--- config.mk ---
export PLATFORM = sky130hd
export DESIGN_NAME = psm_ctrl
export DESIGN_NICKNAME = d
export VERILOG_FILES = /design/src/psm_pkg.sv /design/src/psm_clk_if.sv /design/src/psm_clk_div.sv /design/src/psm_ctrl.sv
export VERILOG_INCLUDE_DIRS = /design/src
export SDC_FILE = /design/constraint.sdc
export NUM_CORES = 1
export LEC_CHECK = 0
export BUFFER_PORTS_ARGS = -buffer_cell sky130_fd_sc_hd__buf_2
export CAP_MARGIN = 20
export CORE_MARGIN = 1.5
export CORE_UTILIZATION = 49
export CTS_CLUSTER_SIZE = 20
export DETAILED_ROUTE_END_ITERATION = 10
export PLACE_DENSITY = 0.9
export SLEW_MARGIN = 20
export SYNTH_ARGS = -nofsm -noshare
export SYNTH_HDL_FRONTEND = slang
export SYNTH_SLANG_ARGS = --single-unit
--- constraint.sdc ---
create_clock -name sys_clk_i -period 3.25 [get_ports sys_clk_i]
set_input_delay 0.1625 -clock sys_clk_i [delete_from_list [all_inputs] [get_ports sys_clk_i]]
set_output_delay 0.1625 -clock sys_clk_i [all_outputs]
set_load 0.005 [all_outputs]
--- src/psm_consts.svh ---
// Constants for the power saving mode controller.
// Assumes inclusion by bare name from package and design files.
`ifndef PSM_CONSTS_SVH
`define PSM_CONSTS_SVH

// Register byte addresses on APB
`define PSM_ADDR_MISC      12'h000
`define PSM_ADDR_CLKCTL    12'h004
`define PSM_ADDR_STATUS    12'h008
`define PSM_ADDR_OPTION    12'h00C
// Field positions
`define PSM_MISC_SME_BIT   2
`define PSM_MISC_DIV_LSB   0
`define PSM_CLK_OIE_BIT    0
`define PSM_OPT_WDH_BIT    0
// Reset values
`define PSM_MISC_RST       3'h0
`define PSM_OIE_RST        1'h0
`define PSM_OPT_RST        1'h1
// Timing
`define PSM_WAKE_CPU_CYC   4096
`define PSM_RUN_DIV_LOG2   3'h1
`define PSM_SLOW_DIV_BASE  3'h2
`define PSM_DIV_CNT_W      5

`endif

--- src/psm_pkg.sv ---
// Types of the power saving mode controller.
// Assumes psm_consts.svh on the include path.
`default_nettype none
`include "psm_consts.svh"
package psm_pkg;
  typedef enum logic [2:0] {
    PSM_RUN   = 3'h0,
    PSM_WAIT  = 3'h1,
    PSM_AHALT = 3'h3,
    PSM_HALT  = 3'h2,
    PSM_WAKE  = 3'h6
  } psm_state_t;
endpackage : psm_pkg
`default_nettype wire

--- src/psm_clk_if.sv ---
// Carrier between the controller and its core-clock divider.
// Assumes one system clock shared by both ends.
`default_nettype none
interface psm_clk_if;
  logic       run_en;     // Divider may count
  logic [2:0] div_log2;   // Division as a power of two
  logic       tick;       // One-cycle core-clock enable
  modport ctl (output run_en, output div_log2, input tick);
  modport div (input run_en, input div_log2, output tick);
endinterface : psm_clk_if
`default_nettype wire

--- src/psm_clk_div.sv ---
// Core-clock enable divider: one pulse per 2**div_log2 system cycles.
// Assumes div_log2 changes only between pulses or is harmless if not.
`default_nettype none
`include "psm_consts.svh"
module psm_clk_div
  import psm_pkg::*;
(
  input  wire logic sys_clk_i,  // System clock
  input  wire logic reset_i,    // Synchronous reset, high
  psm_clk_if.div    cif         // Control and enable
);
  logic [`PSM_DIV_CNT_W-1:0] cnt;
  wire  [`PSM_DIV_CNT_W-1:0] top_val;
  wire                       at_top;

  assign top_val  = `PSM_DIV_CNT_W'((1 << cif.div_log2) - 1);
  assign at_top   = (cnt >= top_val);
  assign cif.tick = cif.run_en & at_top;

  // Gating the enable instead of the clock keeps one clock domain
  always_ff @(posedge sys_clk_i) begin
    if (reset_i || !cif.run_en || at_top) begin
      cnt <= '0;
    end else begin
      cnt <= cnt + `PSM_DIV_CNT_W'(1);
    end
  end
endmodule : psm_clk_div
`default_nettype wire

--- src/psm_ctrl.sv ---
// Power saving mode controller: run, slow, wait, active-halt, halt.
// Assumes an APB master, a core that pulses its sleep instructions and
// samples enables as one-cycle pulses on sys_clk_i.
//
// Contract
// - After reset run at oscillator divided by two.
// - Slow mode enabled: divide by 4, 8, 16 or 32 per select.
// - Slow mode has one enable bit and two divider select bits.
// - Wait while slow keeps the reduced clock for peripherals.
// - Wait stops only the core; peripherals keep their clock.
// - Entering wait clears the interrupt mask bit.
// - Wait ends on any interrupt or reset; core resumes at vector.
// - Service pushes flags, sets mask, pop restores it.
// - Halt goes to full halt if osc irq enable 0, else active-halt.
// - Active-halt keeps only oscillator and real-time counter running.
// - Active-halt exit waits 4096 core cycles before resuming.
// - Entering active-halt clears the interrupt mask bit.
// - Active-halt with osc irq enabled gives no watchdog reset.
// - Full halt stops oscillator and all internal clocks.
// - Full halt exit restarts oscillator, waits 4096 core cycles.
// - Entering full halt forces the interrupt mask bit to zero.
// - Halt with watchdog on resets only if the sleep option says so.
// - Only external sources leave halt; rt counter ends active-halt.
`default_nettype none
`include "psm_consts.svh"
module psm_ctrl
  import psm_pkg::*;
#(
  parameter int WAKE_CYCLES = `PSM_WAKE_CPU_CYC  // Restart delay
)(
  input  wire logic        sys_clk_i,       // System clock (oscillator)
  input  wire logic        reset_i,         // Synchronous reset, high
  input  wire logic        psel,            // APB select
  input  wire logic        penable,         // APB access phase
  input  wire logic        pwrite,          // APB write
  input  wire logic [11:0] paddr,           // APB byte address
  input  wire logic [31:0] pwdata,          // APB write data
  output logic      [31:0] prdata,          // APB read data
  output logic             pready,          // APB ready
  output logic             pslverr,         // APB error
  input  wire logic        wfi_exec_i,      // Wait instruction pulse
  input  wire logic        halt_exec_i,     // Halt instruction pulse
  input  wire logic        irq_any_i,       // Any pending interrupt
  input  wire logic        irq_ext_i,       // Halt-capable interrupt
  input  wire logic        irq_rtc_i,       // Rt counter or clock security
  input  wire logic        irq_take_i,      // Core enters service routine
  input  wire logic        irq_ret_i,       // Core pops flags on return
  input  wire logic        mask_set_i,      // Software sets mask bit
  input  wire logic        mask_clr_i,      // Software clears mask bit
  input  wire logic        wdg_active_i,    // Watchdog running
  output logic             irq_mask_o,      // Condition code mask bit
  output logic             cpu_run_o,       // Core may execute
  output logic             core_tick_o,     // Core clock enable pulse
  output logic             periph_tick_o,   // Peripheral clock enable
  output logic             osc_on_o,        // Main oscillator enable
  output logic             rtc_run_o,       // Rt counter clock enable
  output logic             wake_vector_o,   // Pulse: resume at vector
  output logic             wdg_reset_o,     // Pulse: watchdog reset
  output logic      [2:0]  mode_o           // Current mode code
);
  import psm_pkg::*;

  ////////////////////////////////////////////////////////////////////////
  // Registers
  logic [2:0]  misc_control_one;      // Slow enable and divider select
  logic        osc_irq_enable;
  logic        watchdog_sleep_option;
  logic        irq_mask;
  logic        mask_stack;            // Mask pushed on service entry
  psm_state_t  state;
  psm_state_t  next_state;
  logic [12:0] wake_cnt;
  logic        wake_vec;
  logic        wdg_rst;
  logic [31:0] rd_data;

  wire       slow_mode_enable    = misc_control_one[`PSM_MISC_SME_BIT];
  wire [1:0] slow_divider_select = misc_control_one[1:0];

  ////////////////////////////////////////////////////////////////////////
  // APB decode; answers in the access cycle, no wait states
  wire wr_en    = psel & penable & pwrite;
  wire hit_misc = (paddr == `PSM_ADDR_MISC);
  wire hit_clk  = (paddr == `PSM_ADDR_CLKCTL);
  wire hit_stat = (paddr == `PSM_ADDR_STATUS);
  wire hit_opt  = (paddr == `PSM_ADDR_OPTION);
  wire hit_any  = hit_misc | hit_clk | hit_stat | hit_opt;

  assign pready  = 1'b1;
  assign pslverr = psel & penable & ~hit_any;

  assign rd_data = hit_misc ? {29'h0, misc_control_one} :
                   hit_clk  ? {31'h0, osc_irq_enable} :
                   hit_stat ? {26'h0, irq_mask, cpu_run_o, 1'b0, state} :
                   hit_opt  ? {31'h0, watchdog_sleep_option} : 32'h0;

  always_ff @(posedge sys_clk_i) begin
    if (reset_i) begin
      prdata <= 32'h0;
    end else if (psel && !penable && !pwrite) begin
      prdata <= rd_data;
    end
  end

  always_ff @(posedge sys_clk_i) begin
    if (reset_i) begin
      misc_control_one      <= `PSM_MISC_RST;
      osc_irq_enable        <= `PSM_OIE_RST;
      watchdog_sleep_option <= `PSM_OPT_RST;
    end else if (wr_en) begin
      if (hit_misc) misc_control_one <= pwdata[2:0];
      if (hit_clk) osc_irq_enable <= pwdata[`PSM_CLK_OIE_BIT];
      if (hit_opt) watchdog_sleep_option <= pwdata[`PSM_OPT_WDH_BIT];
    end
  end

  ////////////////////////////////////////////////////////////////////////
  // Clock division
  function automatic logic [2:0] div_log2_of(input logic sme,
                                             input logic [1:0] sel);
    // Select 00..11 maps to divide by 4..32
    div_log2_of = sme ? (`PSM_SLOW_DIV_BASE + {1'b0, sel})
                      : `PSM_RUN_DIV_LOG2;
  endfunction : div_log2_of

  psm_clk_if cif ();

  wire osc_running = (state != PSM_HALT);
  wire periph_on   = (state == PSM_RUN) || (state == PSM_WAIT);

  assign cif.run_en   = osc_running;
  assign cif.div_log2 = div_log2_of(slow_mode_enable, slow_divider_select);

  psm_clk_div u_div (
    .sys_clk_i (sys_clk_i),
    .reset_i   (reset_i),
    .cif       (cif)
  );

  // Wait keeps the (possibly slow) rate for peripherals only
  assign core_tick_o   = cif.tick & (state == PSM_RUN);
  assign periph_tick_o = cif.tick & periph_on;
  assign rtc_run_o     = osc_running;
  assign osc_on_o      = osc_running;
  assign cpu_run_o     = (state == PSM_RUN);
  assign mode_o        = state;
  assign irq_mask_o    = irq_mask;
  assign wake_vector_o = wake_vec;
  assign wdg_reset_o   = wdg_rst;

  ////////////////////////////////////////////////////////////////////////
  // Mode sequencing
  wire halt_wake  = irq_ext_i;
  wire ahalt_wake = irq_ext_i | irq_rtc_i;
  wire wake_done  = (wake_cnt == 13'(WAKE_CYCLES - 1)) & cif.tick;

  always_comb begin
    next_state = state;
    case (state)
      PSM_RUN: begin
        if (wfi_exec_i) begin
          next_state = PSM_WAIT;
        end else if (halt_exec_i) begin
          next_state = osc_irq_enable ? PSM_AHALT : PSM_HALT;
        end
      end
      PSM_WAIT:  if (irq_any_i) next_state = PSM_RUN;
      PSM_AHALT: if (ahalt_wake) next_state = PSM_WAKE;
      PSM_HALT:  if (halt_wake) next_state = PSM_WAKE;
      PSM_WAKE:  if (wake_done) next_state = PSM_RUN;
      default:   next_state = PSM_RUN;
    endcase
  end

  // Halt with watchdog on and no osc irq: reset if option selects it
  wire halt_wdg = (state == PSM_RUN) & halt_exec_i & ~wfi_exec_i
                  & ~osc_irq_enable & wdg_active_i
                  & ~watchdog_sleep_option;

  always_ff @(posedge sys_clk_i) begin
    if (reset_i) begin
      state <= PSM_RUN;
    end else if (halt_wdg) begin
      state <= PSM_RUN;
    end else begin
      state <= next_state;
    end
  end

  always_ff @(posedge sys_clk_i) begin
    if (reset_i || state != PSM_WAKE) begin
      wake_cnt <= 13'h0;
    end else if (cif.tick) begin
      wake_cnt <= wake_cnt + 13'h1;
    end
  end

  always_ff @(posedge sys_clk_i) begin
    if (reset_i) begin
      wake_vec <= 1'b0;
      wdg_rst  <= 1'b0;
    end else begin
      wake_vec <= ((state == PSM_WAIT) & irq_any_i)
                | ((state == PSM_WAKE) & wake_done);
      wdg_rst  <= halt_wdg;
    end
  end

  ////////////////////////////////////////////////////////////////////////
  // Condition code mask bit; set by reset so all irqs start disabled
  wire enter_sleep = (state == PSM_RUN) & (wfi_exec_i | halt_exec_i)
                     & ~halt_wdg;

  always_ff @(posedge sys_clk_i) begin
    if (reset_i) begin
      irq_mask   <= 1'b1;
      mask_stack <= 1'b0;
    end else if (enter_sleep) begin
      irq_mask <= 1'b0;
    end else if (irq_take_i) begin
      mask_stack <= irq_mask;
      irq_mask   <= 1'b1;
    end else if (irq_ret_i) begin
      irq_mask <= mask_stack;
    end else if (mask_set_i) begin
      irq_mask <= 1'b1;
    end else if (mask_clr_i) begin
      irq_mask <= 1'b0;
    end
  end
endmodule : psm_ctrl
`default_nettype wire

* Yosys cells after proc, flatten, opt, wreduce, memory -nomap -nowiden
Index checks and enable logic that the tools add are counted.
W data, S select, Z words.
** Storage, ports and cells
- Input port bits :: 59
- Register bits :: 62
** Cells by class
- Equality and inequality tests :: 15
- Shift operators :: 1
- Bitwise logic cells :: 28
- $lt $le $gt $ge :: 1
- Add/sub/neg operators :: 4
- Reduce and logical (&&, ||, !) cells :: 18
- Multiplexer cells :: 18
** Operators by type and width (count)
- $eq A12 B4 Y1 const B :: 2
- $mux W3 :: 7
- $mux W6 :: 3
- $and A1 B1 Y1 :: 16
- $pmux W3 S5 :: 1
- $add A13 B1 Y13 const B :: 1
- $eq A13 B12 Y1 const B :: 1
- $eq A12 B3 Y1 const B :: 1
- $logic_not A12 Y1 :: 1
- $ne A2 B2 Y1 const B :: 4
- $reduce_and A2 Y1 :: 4
- $mux W1 :: 7
- $eq A3 B2 Y1 const B :: 2
- $ne A3 B3 Y1 const B :: 2
- $not A1 Y1 :: 6
- $or A1 B1 Y1 :: 6
- $add A5 B1 Y5 const B :: 1
- $ge A5 B5 Y1 :: 1
- $reduce_and A5 Y1 :: 1
- $reduce_bool A5 Y1 :: 1
- $shl A1 B3 Y5 const A :: 1
- $sub A5 B2 Y5 const B :: 1
- $logic_or A1 B1 Y1 :: 4
- $add A2 B2 Y3 const A :: 1
- other kinds (7) :: 10

* Longest topological paths before layout
- Word-level depth :: 10
- Mapped depth :: 9
- Gate-level depth less buffers :: 7

* By module
Synthesis repeated with hierarchy kept, for this count alone.
** Unflattened totals
- Cells, all modules :: 238
- Area total of the unflattened synthesis :: 2099.5 µm²
** Modules (own cells, without submodules)
- psm_ctrl :: times used 1, cells each 202, area each 1759.2 µm²
- psm_clk_div :: times used 1, cells each 36, area each 340.3 µm²

* Worst setup path before layout
Ideal clock, no wire load.
- Path type :: reg-to-reg
- From :: register misc_control_one[2]
- To :: register wake_cnt[1]
- Data arrival time :: 2.079 ns
- Buffers on the path :: 2
- Slack :: 1.043 ns
- Data required time :: 3.122 ns
- Stages on the path, launching flop included :: 10
- Cell sequence :: dfxtp_1 -> o21ai_0 -> ha_1 -> a21oi_1 -> o21ai_1 -> a31oi_1 -> clkbuf_1 -> buf_2 -> mux2i_1 -> nor2_1
** On the way
- Word-level cells in the longest chain between the ends :: 5
** Ends and longest elaborated chain
- start, declared :: line psm_ctrl.sv:65 : logic [2:0] misc_control_one;
- start signal, assigned :: line psm_ctrl.sv:107 : misc_control_one <= `PSM_MISC_RST;
- start signal, assigned :: line psm_ctrl.sv:111 : if (hit_misc) misc_control_one <= pwdata[2:0];
- $mux W3 (no line)
- $shl A1 B3 Y5 :: line psm_clk_div.sv:16 : assign top_val = `PSM_DIV_CNT_W'((1 << cif.div_log2) - 1);
- $sub A5 B2 Y5 :: line psm_clk_div.sv:16
- $ge A5 B5 Y1 :: line psm_clk_div.sv:17 : assign at_top = (cnt >= top_val);
- $and A1 B1 Y1 :: line psm_clk_div.sv:18 : assign cif.tick = cif.run_en & at_top;
- end signal, assigned :: line psm_ctrl.sv:194 : wake_cnt <= wake_cnt + 13'h1;
- end, declared :: line psm_ctrl.sv:72 : logic [12:0] wake_cnt;
No other way between the ends.
A chain may end at the register's enable or synchronous reset.

* Worst setup path in the final report
- From :: register misc_control_one[2]
- To :: output port periph_tick_o
** On the way
- Word-level cells in the longest chain between the ends :: 6
** Ends and longest elaborated chain
- $mux W3 (no line)
- $shl A1 B3 Y5 :: line psm_clk_div.sv:16
- $sub A5 B2 Y5 :: line psm_clk_div.sv:16
- $ge A5 B5 Y1 :: line psm_clk_div.sv:17
- $and A1 B1 Y1 :: line psm_clk_div.sv:18
- $and A1 B1 Y1 :: line psm_ctrl.sv:142 : assign periph_tick_o = cif.tick & periph_on;
- end, declared :: line psm_ctrl.sv:54 : output logic periph_tick_o,
No other way between the ends.

==> results.rst <==
.. list-table::
   :header-rows: 1

   * - Metric
     - Value
   * - Fraction of the mapped netlist area in adder cells
     - between 4 and 5%
   * - Warnings, synthesis
     - 0
   * - Worst vdd rail ir drop
     - 0.2799 mV
   * - Flip-flop and latch count after synthesis
     - 35
   * - Count of different cell masters after synthesis
     - 46
   * - Post-CTS clock slew at the launch and capture registers of the worst setup and hold paths
     - 0.07 ns
   * - Ant. Diodes
     - 0
   * - Total chip power
     - slightly above 1 mW
   * - Rel. slew slack
     - around three fifths
   * - DR DRC count
     - 0
   * - CP Capture Type
     - primary output
   * - Total wirelength of the detailed-routed design
     - ~3.8 mm
   * - Total via count after detailed routing
     - 1,771
   * - Starting density of the core
     - around 51%
   * - Number of H-tree branching levels
     - 2
   * - Core area
     - around 4000 um2
   * - Sequential-to-total area share from yosys stat
     - about 35%
   * - Post-placement worst setup slack
     - ~1.2 ns
   * - Average via count per standard cell
     - roughly 5.3
   * - TritonCTS Buffers
     - 5
   * - Standard-cell row count
     - 23
   * - Total negative slack
     - 0 ns
   * - CTS tree
     - yes
   * - Register cell area after layout
     - 700.7 um2
   * - Post_cts resized
     - 0
   * - Worst min-delay path category
     - primary input to register
   * - Net count of the finished layout
     - 349
   * - Complex-gate fraction of the synthesized area
     - roughly an eighth
   * - Reg2reg setup slack
     - between 1 and 1.5 ns
   * - Antenna violations before repair
     - 0
   * - Nature of the critical path startpoint
     - register
   * - DR pass1 iterations
     - 4
   * - Remaining global-route overflow
     - 0
   * - Final worst path period need
     - approximately 2.2 ns
   * - Clk_skew
     - about 0.0048 ns
   * - Maximum count of clock buffers along a single path
     - 2
   * - Final Wtd Congestion
     - just under 0.8
   * - Max-slew violation total from the final report
     - 0
   * - Pwr per Cell Area
     - about 450 nW/um2
   * - Area occupied by multi-input gates
     - around 1100 um2
   * - Main combinational cell family by area after synthesis
     - simple AND/OR/NAND/NOR gates
   * - CTS Sinks
     - 35
   * - Input/output buffers
     - 46
   * - Area post-placement
     - roughly 2200 um2
   * - Class of the most critical setup path
     - register to primary output
   * - Static leakage
     - around 0.97 nW
   * - Total setup buffers inserted after CTS
     - 0
   * - Leading cell type in the layout, fill and taps excluded
     - buf_2
   * - CTS Root Buffer Type
     - clkbuf_8
   * - Final antenna-violating net count
     - 0
   * - Latest clock arrival within the worst-skew pair
     - 0.29 ns
   * - Cts-stage hold buffer count
     - 0
   * - Avg Synthesized Cell Area
     - around 8.4 um2
   * - Number of placed I/O pins
     - 104
   * - Parity-gate share of the synthesized area counting xor and xnor cells
     - 1.732%
   * - Outcome
     - finished clean
   * - Slew at the pin closest to its max-slew limit
     - slightly below 0.6 ns
   * - Data required time of the critical path
     - between 3 and 4 ns
   * - Global-route total usage across every layer
     - 17.78%
   * - Post-Synthesis Cells
     - 241
   * - Data arrival time of the critical path
     - around 2.0 ns
   * - Per-cell routed wire length
     - about 11 um
   * - Max-Cap Viols
     - 0
   * - Global-route wire length before repair
     - around 6 mm
   * - Chip height
     - around 67 um
   * - Setup repair after global routing missed its margin
     - false
   * - First-iteration detailed-routing DRC count
     - just over 100
   * - Die area
     - roughly 4500 um2
   * - Hold Violations, Final
     - 0
   * - Post-detail-place hpwl
     - roughly 2.7 mm
   * - Count of flip-flops with a built-in enable after synthesis
     - 0
   * - Via count of the first global-routing pass
     - 1,447
   * - Multiplexer fraction of the synthesized cell area
     - roughly 5.6%
   * - Final Cycle Share
     - around two thirds
   * - Peak clock frequency supported by timing
     - 458.6 MHz
   * - Critical path fanouts, max
     - 28
   * - Basic-gate share of the synthesized area counting and, or, nand and nor cells
     - roughly a quarter
   * - Netlist area before placement
     - just over 2000 um2
   * - Die W
     - 67.26 um
   * - Fraction of layout instances using a drive strength above 1
     - between 20% and 30%
   * - Maximum number of pins on one net before global-route repair
     - 29
   * - Post-Layout Inst Area
     - approximately 2300 um2
   * - Setup-violating endpoint count in the final report
     - 0
   * - Share of synthesized flip-flops with an asynchronous set or reset
     - 0%
   * - Fill cells
     - 364
   * - Most frequent cells in the layout
     - buf_2 (46), dfxtp_1 (35), conb_1 (29)
   * - Area overhead of the layout relative to synthesis
     - 12.49%
   * - Worst Setup Slack, final
     - between 1 and 1.5 ns
   * - Most used flip-flop cell after synthesis
     - dfxtp_1
-- routing by layer --
metal	wire (um)	global-route usage, %	vias up	part of all wire (%)
li1	-	-	878	-
met1	1662	20.91	807	44
met2	1779	28.59	80	47
met3	333	8.167	6	8.7
met4	35	6.122	0	0.92
met5	0	0	-	0
-- power by group --
group	total [mW]	internal, mW	leakage, nW	switching [mW]
Sequential	0.464	0.441	0.283	0.0223
Combinational	0.160	0.0704	0.621	0.0900
Clock	0.404	0.248	0.0612	0.156
-- final cells by class --
type / instances / area share, %
sequential: 35 / 30.79
timing repair buffer: 47 / 10.45
inverter: 11 / 1.869
multi-input combinational: 183 / 48.98
clock buffer: 6 / 3.628
tap: 50 / 2.749
clock inverter: 2 / 1.539
-- sequential cells by signal (all words and copies together), names as in the netlist --
signal and cells:
watchdog_sleep_option 1, irq_mask_o 1, mask_stack 1, u_div.cnt 5
mode_o 3, wdg_reset_o 1, wake_vector_o 1, prdata 5
misc_control_one 3, wake_cnt 13, osc_irq_enable 1
-- worst max-delay path: stages (launching register included) --
cell and delay [ns]:
dfxtp_1 0.39, o21ai_0 0.13, ha_1 0.31, a21oi_1 0.12, o21ai_1 0.08, a31oi_2 0.19
buf_4 0.30, nor3_1 0.07, buf_2 0.14
-- worst paths after layout --
kind / start / end / cells after the start
worst max-delay path: misc_control_one[2]$_SDFFE_PP0P_ / periph_tick_o / 8
worst min-delay path: irq_take_i / irq_mask_o$_SDFFE_PP1P_ / 3
worst max register to register: misc_control_one[2]$_SDFFE_PP0P_ / wake_cnt[5]$_SDFFE_PP0P_ / 8
worst min register to register: prdata[5]$_SDFFE_PP0P_ / prdata[5]$_SDFFE_PP0P_ / 1
-- synth_stat cells (3+ instances only) --
cell type	n	area, um2
nand2_1	17	63.81
and3_1	3	18.77
inv_1	10	37.54
nand3_1	8	40.04
o21ai_0	6	30.03
ha_1	7	87.58
nor3_1	3	15.01
o21ai_1	6	30.03
mux2i_1	8	80.08
or4_1	4	30.03
nor2_1	22	82.58
a21oi_1	15	75.07
xor2_1	3	26.28
nand2b_1	3	18.77
nor4_1	8	50.05
or3_1	7	43.79
clkbuf_1	6	22.52
o31ai_1	3	22.52
nor3b_1	3	22.52
dfxtp_1	35	700.7
buf_4	29	217.7
-- stage by stage --
| step | std cells | hold slack, ns | util, % |
|---|---|---|---|
| after floorplan | 268 | 0.2908 | - |
| after global placement | 326 | 0.3927 | 54.35 |
| after detailed placement | 326 | 0.3996 | 54.35 |
| after CTS | 334 | 0.09020 | 57.31 |
| after global routing | 334 | 0.1331 | 57.31 |
| final | 334 | 0.1032 | 57.31 |
-- cells by family (layout without fill, tap and decap cells) --
| logic type | count (synthesis) | after routing |
|---|---|---|
| adders and majority gates | 7 | 7 |
| other | 2 | 29 |
| and+or+nand+nor | 89 | 89 |
| AOI/OAI and AO/OA | 44 | 44 |
| buffers and inverters | 50 | 66 |
| xor gates and xnor gates | 4 | 4 |
| DFF | 35 | 35 |
| muxes | 10 | 10 |
Note: power is estimated with default switching activity, not from simulation.
